[config.mk]
export PLATFORM = sky130hd
export DESIGN_NAME = rps_top
export DESIGN_NICKNAME = d
export VERILOG_FILES = /design/src/core/rps_pkg.sv /design/src/core/rps_in_mux.sv /design/src/core/rps_out_mux.sv /design/src/core/rps_top.sv
export VERILOG_INCLUDE_DIRS = /design/src /design/src/core
export SDC_FILE = /design/constraint.sdc
export NUM_CORES = 1
export LEC_CHECK = 0
export ABC_CLOCK_PERIOD_IN_PS = 2000
export BUFFER_PORTS_ARGS = -buffer_cell sky130_fd_sc_hd__clkbuf_2
export CORE_AREA = 2 2 97 99
export CTS_CLUSTER_SIZE = 10
export DETAILED_ROUTE_END_ITERATION = 16
export DIE_AREA = 0 0 99 101
export PLACE_DENSITY = 0.73
export RECOVER_POWER = 50
export SKIP_LAST_GASP = 1
export SLEW_MARGIN = 20
export SYNTH_ARGS = -nofsm -noshare
export SYNTH_HDL_FRONTEND = slang
export SYNTH_SLANG_ARGS = --single-unit
export TNS_END_PERCENT = 100
[constraint.sdc]
create_clock -name core_clk_i -period 2 [get_ports core_clk_i]
set_input_delay 0.1 -clock core_clk_i [delete_from_list [all_inputs] [get_ports core_clk_i]]
set_output_delay 0.1 -clock core_clk_i [all_outputs]
set_load 0.005 [all_outputs]
[src/core/rps_params.svh]
`ifndef RPS_PARAMS_SVH
`define RPS_PARAMS_SVH

// ----------------------------------------
// Register byte addresses
// ----------------------------------------
`define RPS_OFF_EXT_INT2 8'h00
`define RPS_OFF_SPI1 8'h04
`define RPS_OFF_PIN2021 8'h08
`define RPS_OFF_LOCK 8'h0C

// ----------------------------------------
// Field positions
// ----------------------------------------
`define RPS_SEL_W 5
`define RPS_LO_LSB 0
`define RPS_HI_LSB 8
`define RPS_LOCK_BIT 6

// ----------------------------------------
// Codes and reset values
// ----------------------------------------
`define RPS_TIE_LOW_CODE 5'h1F
`define RPS_MAX_PIN_CODE 5'h19
`define RPS_IN_RESET 5'h1F
`define RPS_OUT_RESET 5'h00
`define RPS_NUM_PINS 26
`define RPS_NUM_FUNCS 32

`endif

[src/core/rps_pkg.sv]
package rps_pkg;
	typedef logic [4:0] rps_sel_t;
	typedef enum logic [1:0] {
		RPS_IDLE,
		RPS_ANSWER
	} rps_bus_state_t;
endpackage

[src/core/rps_in_mux.sv]
`timescale 1ns/10ps
`include "rps_params.svh"

// Picks one remappable pin by code, or low for reserved codes
module rps_in_mux #(
	parameter int NUM_PINS = `RPS_NUM_PINS
) (
	input wire logic [NUM_PINS-1:0] pins_i,
	input wire rps_pkg::rps_sel_t sel_i,
	output logic value_o
);
	// Code 11111 and unused codes tie the input low
	always_comb begin
		if (sel_i != `RPS_TIE_LOW_CODE && int'(sel_i) < NUM_PINS) begin
			value_o = pins_i[sel_i];
		end else begin
			value_o = 1'b0;
		end
	end
endmodule

[src/core/rps_out_mux.sv]
`timescale 1ns/10ps
`include "rps_params.svh"

// Picks one peripheral output by function number
module rps_out_mux #(
	parameter int NUM_FUNCS = `RPS_NUM_FUNCS
) (
	input wire logic [NUM_FUNCS-1:0] funcs_i,
	input wire rps_pkg::rps_sel_t sel_i,
	output logic value_o
);
	// Function numbers beyond the table drive low
	always_comb begin
		if (int'(sel_i) < NUM_FUNCS) begin
			value_o = funcs_i[sel_i];
		end else begin
			value_o = 1'b0;
		end
	end
endmodule

[src/core/rps_top.sv]
// Decided for this implementation: the Avalon-MM register port and the register offsets.
`timescale 1ns/10ps
`include "rps_params.svh"

// Operation
// - Interrupt two input from its selector
// - Codes 0 to 25 pick that pin
// - Code 11111 ties input low
// - SPI1 clock from bits 12 to 8
// - SPI1 data from bits 4 to 0
// - Pin 21 function from bits 12 to 8
// - Pin 20 function from bits 4 to 0
// - Interrupt select upper bits read zero
// - Pin 20/21 register only in 44-pin
// - Selector writes blocked while lock set
module rps_top #(
	parameter int NUM_PINS = `RPS_NUM_PINS,
	parameter int NUM_FUNCS = `RPS_NUM_FUNCS,
	parameter bit HAS_44_PIN = 1'b1
) (
	input wire logic core_clk_i,
	input wire logic reset_n_i,
	input wire logic [3:0] avs_address_i,
	input wire logic avs_read_i,
	input wire logic avs_write_i,
	input wire logic [31:0] avs_writedata_i,
	input wire logic [3:0] avs_byteenable_i,
	output logic [31:0] avs_readdata_o,
	output logic avs_waitrequest_o,
	output logic [1:0] avs_response_o,
	input wire logic [NUM_PINS-1:0] remappable_pin_i,
	input wire logic [NUM_FUNCS-1:0] periph_func_i,
	output logic external_interrupt_two_o,
	output logic spi1_clock_in_o,
	output logic spi1_data_in_o,
	output logic pin20_out_o,
	output logic pin21_out_o
);
	// ----------------------------------------
	// Selector state
	// ----------------------------------------
	rps_pkg::rps_sel_t ext_int2_pin_sel;
	rps_pkg::rps_sel_t spi1_clock_pin_sel;
	rps_pkg::rps_sel_t spi1_data_in_pin_sel;
	rps_pkg::rps_sel_t pin20_function_sel;
	rps_pkg::rps_sel_t pin21_function_sel;
	logic [15:0] oscillator_control_reg;
	logic pin_config_lock;
	rps_pkg::rps_bus_state_t bus_state;
	logic [7:0] byte_addr;
	logic wr_hit;
	logic lo_en;
	logic hi_en;
	logic sel_wr_ok;
	logic addr_ok;
	logic req_taken;
	logic [15:0] next_rdata;
	logic int2_raw;
	logic sck_raw;
	logic sdi_raw;
	logic p20_raw;
	logic p21_raw;

	// Word address to byte address
	assign byte_addr = {2'b00, avs_address_i, 2'b00};
	assign pin_config_lock = oscillator_control_reg[`RPS_LOCK_BIT];
	assign wr_hit = avs_write_i && (bus_state == rps_pkg::RPS_IDLE);
	// Registers are 16 bits wide, so only lanes 0 and 1 count
	assign lo_en = avs_byteenable_i[0];
	assign hi_en = avs_byteenable_i[1];
	assign sel_wr_ok = wr_hit && !pin_config_lock;

	// Request taken only from idle, never in the answer cycle,
	// so a request still held at its answer is not taken twice
	assign req_taken = bus_state == rps_pkg::RPS_IDLE &&
		(avs_read_i || avs_write_i);

	// Checks whether an address is mapped
	function automatic logic mapped(input logic [7:0] a, input bit big);
		begin
			mapped = (a == `RPS_OFF_EXT_INT2) || (a == `RPS_OFF_SPI1) ||
				(a == `RPS_OFF_LOCK) || (big && (a == `RPS_OFF_PIN2021));
		end
	endfunction

	assign addr_ok = mapped(byte_addr, HAS_44_PIN);

	// Pulls one selector field out of the write data
	function automatic rps_pkg::rps_sel_t sel_field(input logic [31:0] d,
		input int lsb);
		begin
			sel_field = d[lsb +: `RPS_SEL_W];
		end
	endfunction

	// Packs two selectors into a register word, unused bits zero
	function automatic logic [15:0] pack_pair(input rps_pkg::rps_sel_t hi,
		input rps_pkg::rps_sel_t lo);
		begin
			pack_pair = 16'h0000;
			pack_pair[`RPS_HI_LSB +: `RPS_SEL_W] = hi;
			pack_pair[`RPS_LO_LSB +: `RPS_SEL_W] = lo;
		end
	endfunction

	// ----------------------------------------
	// Bus handshake
	// ----------------------------------------
	// One wait cycle, answer on the second edge
	// A request held past its answer is taken again one edge later
	always_ff @(posedge core_clk_i) begin
		if (!reset_n_i) begin
			bus_state <= rps_pkg::RPS_IDLE;
		end else if (req_taken) begin
			bus_state <= rps_pkg::RPS_ANSWER;
		end else begin
			bus_state <= rps_pkg::RPS_IDLE;
		end
	end

	// Waitrequest low only in the answer cycle
	always_ff @(posedge core_clk_i) begin
		if (!reset_n_i) begin
			avs_waitrequest_o <= 1'b1;
		end else begin
			avs_waitrequest_o <= !req_taken;
		end
	end

	// ----------------------------------------
	// Register writes
	// ----------------------------------------
	// interrupt two selector, only bits 4 to 0 stored
	always_ff @(posedge core_clk_i) begin
		if (!reset_n_i) begin
			ext_int2_pin_sel <= `RPS_IN_RESET;
		end else if (sel_wr_ok && lo_en &&
			byte_addr == `RPS_OFF_EXT_INT2) begin
			ext_int2_pin_sel <= sel_field(avs_writedata_i, `RPS_LO_LSB);
		end
	end

	always_ff @(posedge core_clk_i) begin
		if (!reset_n_i) begin
			spi1_clock_pin_sel <= `RPS_IN_RESET;
			spi1_data_in_pin_sel <= `RPS_IN_RESET;
		end else if (sel_wr_ok && byte_addr == `RPS_OFF_SPI1) begin
			if (hi_en) begin
				spi1_clock_pin_sel <=
					sel_field(avs_writedata_i, `RPS_HI_LSB);
			end
			if (lo_en) begin
				spi1_data_in_pin_sel <=
					sel_field(avs_writedata_i, `RPS_LO_LSB);
			end
		end
	end

	// output register exists only on 44-pin build
	always_ff @(posedge core_clk_i) begin
		if (!reset_n_i) begin
			pin20_function_sel <= `RPS_OUT_RESET;
			pin21_function_sel <= `RPS_OUT_RESET;
		end else if (HAS_44_PIN && sel_wr_ok &&
			byte_addr == `RPS_OFF_PIN2021) begin
			if (hi_en) begin
				pin21_function_sel <=
					sel_field(avs_writedata_i, `RPS_HI_LSB);
			end
			if (lo_en) begin
				pin20_function_sel <=
					sel_field(avs_writedata_i, `RPS_LO_LSB);
			end
		end
	end

	// Oscillator control word, always writable
	// Lock bit is never locked itself, so software can always reopen
	always_ff @(posedge core_clk_i) begin
		if (!reset_n_i) begin
			oscillator_control_reg <= 16'h0000;
		end else if (wr_hit && byte_addr == `RPS_OFF_LOCK) begin
			if (lo_en) begin
				oscillator_control_reg[7:0] <= avs_writedata_i[7:0];
			end
			if (hi_en) begin
				oscillator_control_reg[15:8] <= avs_writedata_i[15:8];
			end
		end
	end

	// ----------------------------------------
	// Register reads
	// ----------------------------------------
	// read mux with zero fill
	always_comb begin
		next_rdata = 16'h0000;
		unique case (byte_addr)
			`RPS_OFF_EXT_INT2: begin
				next_rdata[`RPS_LO_LSB +: `RPS_SEL_W] = ext_int2_pin_sel;
			end
			`RPS_OFF_SPI1: begin
				next_rdata = pack_pair(spi1_clock_pin_sel,
					spi1_data_in_pin_sel);
			end
			`RPS_OFF_PIN2021: begin
				// Small build reads this word as zero
				if (HAS_44_PIN) begin
					next_rdata = pack_pair(pin21_function_sel,
						pin20_function_sel);
				end
			end
			`RPS_OFF_LOCK: begin
				next_rdata = oscillator_control_reg;
			end
			// Unmapped addresses read zero
			default: begin
				next_rdata = 16'h0000;
			end
		endcase
	end

	// Read data and response captured with the answer
	always_ff @(posedge core_clk_i) begin
		if (!reset_n_i) begin
			avs_readdata_o <= 32'h0000_0000;
			avs_response_o <= 2'b00;
		end else if (req_taken) begin
			avs_readdata_o <= avs_read_i ? {16'h0000, next_rdata} :
				32'h0000_0000;
			// Unmapped addresses answer with the decode error code
			avs_response_o <= addr_ok ? 2'b00 : 2'b11;
		end
	end

	// ----------------------------------------
	// Pin routing
	// ----------------------------------------
	// interrupt two input mux
	rps_in_mux #(.NUM_PINS(NUM_PINS)) u_int2 (
		.pins_i(remappable_pin_i),
		.sel_i(ext_int2_pin_sel),
		.value_o(int2_raw)
	);

	rps_in_mux #(.NUM_PINS(NUM_PINS)) u_sck (
		.pins_i(remappable_pin_i),
		.sel_i(spi1_clock_pin_sel),
		.value_o(sck_raw)
	);

	rps_in_mux #(.NUM_PINS(NUM_PINS)) u_sdi (
		.pins_i(remappable_pin_i),
		.sel_i(spi1_data_in_pin_sel),
		.value_o(sdi_raw)
	);

	rps_out_mux #(.NUM_FUNCS(NUM_FUNCS)) u_p20 (
		.funcs_i(periph_func_i),
		.sel_i(pin20_function_sel),
		.value_o(p20_raw)
	);

	rps_out_mux #(.NUM_FUNCS(NUM_FUNCS)) u_p21 (
		.funcs_i(periph_func_i),
		.sel_i(pin21_function_sel),
		.value_o(p21_raw)
	);

	// Registered routed peripheral inputs
	always_ff @(posedge core_clk_i) begin
		if (!reset_n_i) begin
			external_interrupt_two_o <= 1'b0;
			spi1_clock_in_o <= 1'b0;
			spi1_data_in_o <= 1'b0;
		end else begin
			external_interrupt_two_o <= int2_raw;
			spi1_clock_in_o <= sck_raw;
			spi1_data_in_o <= sdi_raw;
		end
	end

	// small build holds pins 20 and 21 low
	always_ff @(posedge core_clk_i) begin
		if (!reset_n_i) begin
			pin20_out_o <= 1'b0;
			pin21_out_o <= 1'b0;
		end else begin
			pin20_out_o <= HAS_44_PIN ? p20_raw : 1'b0;
			pin21_out_o <= HAS_44_PIN ? p21_raw : 1'b0;
		end
	end
endmodule

==> results_dict.tcl <==
set metrics [dict create \
    synth_area_leaders "dfxtp_1 33%, mux4_2 16%, mux2i_1 15%" \
    crit_path_cell_trace "buf_4 > mux4_1 > mux2i_1 > o221ai_1 > and4b_1" \
    globalRouteTotalUtil_pct 20.1 \
    crit_family "multiplexers" \
    worst-path-buf-inv 1 \
    clockPowerShare_pct 40.8 \
    hold_viol 0 \
    met3_usage_pct 4.51 \
    gp_congestion 0.891 \
    postCtsHoldBufs 1 \
    fmax_ghz 0.556 \
    maxSlewHeadroom_pct 49.8 \
    p_per_area_nw_per_um2 596 \
    p_int_mw 2.07 \
    synthMuxAreaShare_pct 36.8 \
    fin_crit_sh_pct 89.9 \
    synth_cell_types 42 \
    synth_top_family_by_area "multiplexers" \
    syn-instance-count 365 \
    viasPerCell 5.49 \
    drt_pre_antenna_iters 4 \
    rrSetupSlack_ns 0.20 \
    report.final.slew_viol_count 0 \
    fin_skew_ns 0.0115 \
    status "complete, no violations" \
    detail-route-antenna-nets 0 \
    synth_top_cell_by_area "dfxtp_1" \
    dp_hpwl_um 7790 \
    p_sw_mw 0.721 \
    core-area_um2 8980 \
    grt_pass1_wl_um 16000 \
    netlist_area_um2 3960 \
    path_max_fanout 6 \
    vias 3205 \
    final_common_cell "clkbuf_2" \
    final_cell_mix "92 x clkbuf_2, 65 x dfxtp_1, 60 x mux2i_1" \
    cts_buffers 9 \
    synth-seq-cells 65 \
    dp_slack_ns 0.193 \
    cts_resized 0 \
    drtIter0Drc 171 \
    ys_seq_area_share_pct 32.9 \
    cts_sinks 65 \
    start_util_pct 44.1 \
    h-tree-depth 3 \
    wire_per_inst_um 16.7 \
    maxCapViolations 0 \
    finalWorstSetupSlack_ns 0.201 \
    ioPinCount 142 \
    yosys.area.top_type_share_pct 32.9 \
    grt_max_degree 46 \
    route.detailed.drc 0 \
    clk_path_buf_depth 2 \
    critPathRequiredTime_ns 2.23 \
    nets 570 \
    num_rows 35 \
    root_buffer "clkbuf_8" \
    swShare_pct 25.8 \
    leakagePower_nw 1.99 \
    grt-ovfl-total 0 \
    irDropWorstVdd_v 0.000573 \
    reg2reg_from "pin20_function_sel[0]" \
    io_buffer_count 107 \
    wirelength_um 9760 \
    comb_power_share_pct 12.0 \
    r2r-end "pin20_out_o" \
    grt_pass1_vias 3243 \
    synth_compound_area_share_pct 8.63 \
    worst-setup-path-type "flip-flop to flip-flop" \
    die_y_um 101 \
    clkTransAtPathRegs_ns 0.07 \
    crit_slowest_cell "mux4_1" \
    yosys.area_share.simple_pct 13.3 \
    hold_class "input pin to flip-flop" \
    dieArea_um2 10000 \
    fin_crit_ns 1.80 \
    grt_use_met2_pct 33.9 \
    synth_xor_area_share_pct 0 \
    syn-mean-instance-area_um2 10.8 \
    post_cts_buffers 0 \
    start_kind "flip-flop" \
    hold_end "spi1_clock_pin_sel[1]" \
    cts_tree "yes" \
    area_growth_pct 18.3 \
    use_met1_pct 25.3 \
    setup_viol 0 \
    whs_path_depth 3 \
    die_w_um 99 \
    power_mw 2.79 \
    diodes 0 \
    synthAdderAreaFrac_pct 0 \
    clk_latency_ns 0.34 \
    critPathMaxStageDelay_ns 0.54 \
    layout-drive-gt1-share_pct 34.5 \
    tns_ns 0 \
    cp.arrival_ns 2.03 \
    min-delay-start "avs_writedata_i[9]" \
    yosys_warnings 0 \
    r2r_cells 5 \
    grt_most_used_layer "met2" \
    pwr-share-seq_pct 47.3 \
    tightestPinTransition_ns 0.753 \
    rsz0062_at_grt "false" \
    crit_path_end_kind "flip-flop" \
    antenna_found_initial 0 \
]
cell families after synthesis:
kind of cell    after synthesis
simple gates                 97
compound gates               46
flops                        65
buf+inv                      53
other cells                   1
mux                         103
metal layers:
| layer | share of wire (%) | up-vias | wire length, um |
|---|---|---|---|
| met1 | 43 | 1552 | 4210 |
| met5 | 0 | - | 0 |
| met2 | 49 | 106 | 4770 |
| li1 | - | 1538 | - |
| met4 | 1.2 | 0 | 121 |
| met3 | 6.7 | 9 | 652 |
stage by stage:
stage | hold WS, ns | utilization, % | instance area [um2] | std cells
6_report | 0.0119 | 52.2 | 4690 | 584
5_1_grt | 0.0262 | 52.2 | 4690 | 584
4_1_cts | 0.00241 | 52.6 | 4720 | 584
3_5_place_dp | 0.361 | 50.3 | 4510 | 567
3_3_place_gp | 0.351 | 50.3 | 4510 | 567
2_1_floorplan | 0.225 | - | 4020 | 380
cell type report:
cell class / instances / area (um2)
fillers: 816 / 4290
multi-input cells: 262 / 2390
flip-flops and latches: 65 / 1300
repair buffers: 126 / 643
well taps: 111 / 139
clock buffers: 9 / 124
clock inverters: 7 / 77.6
inverters: 4 / 15.0
worst max-delay path by stage:
stage / slack [ns] / cells past startpoint / to / startpoint
2_1_floorplan: 0.32 / 5 / pin20_out_o / pin20_function_sel[0]
3_3_place_gp: 0.21 / 5 / pin21_out_o / pin21_function_sel[0]
3_5_place_dp: 0.19 / 5 / pin21_out_o / pin21_function_sel[0]
4_1_cts: 0.19 / 5 / pin21_out_o / pin21_function_sel[0]
5_1_grt: 0.03 / 5 / pin20_out_o / pin20_function_sel[0]
6_report: 0.20 / 5 / pin20_out_o / pin20_function_sel[0]
cells in the mapped netlist (all sizes together):
cell type      count
dfxtp             65
mux2i             60
mux4              32
nor2b             31
nand2             30
buf               28
clkbuf            20
o21ai             13
mux2              11
a22oi             10
nor2              10
a22o               6
nand3              6
o2bb2ai            5
inv                4
nand3b             4
a222oi             3
o41ai              3
a2111oi            2
and4b              2
nand4b             2
nor4bb             2
or2                2
a311oi             1
and2               1
and3               1
and3b              1
clkdlybuf4s15      1
conb               1
nand2b             1
nor3               1
nor3b              1
o21a               1
o221ai             1
o22ai              1
or2b               1
or3                1
power by group through the flow:
stage               logic (mW)  registers, mW  clock network (mW)
detailed placement       0.334           1.35                   0
global placement         0.327           1.35                   0
CTS                      0.337           1.32                1.16
global route             0.367           1.32                1.23
floorplan                0.205           1.34                   0
finish                   0.335           1.32                1.14
worst min-delay path: cells and delay by family:
family                 cells  cell delay (ns)
muxes                      1             0.07
buffers and inverters      1             0.10
and+or+nand+nor            1             0.06
Note: power is estimated with default switching activity, not from simulation.
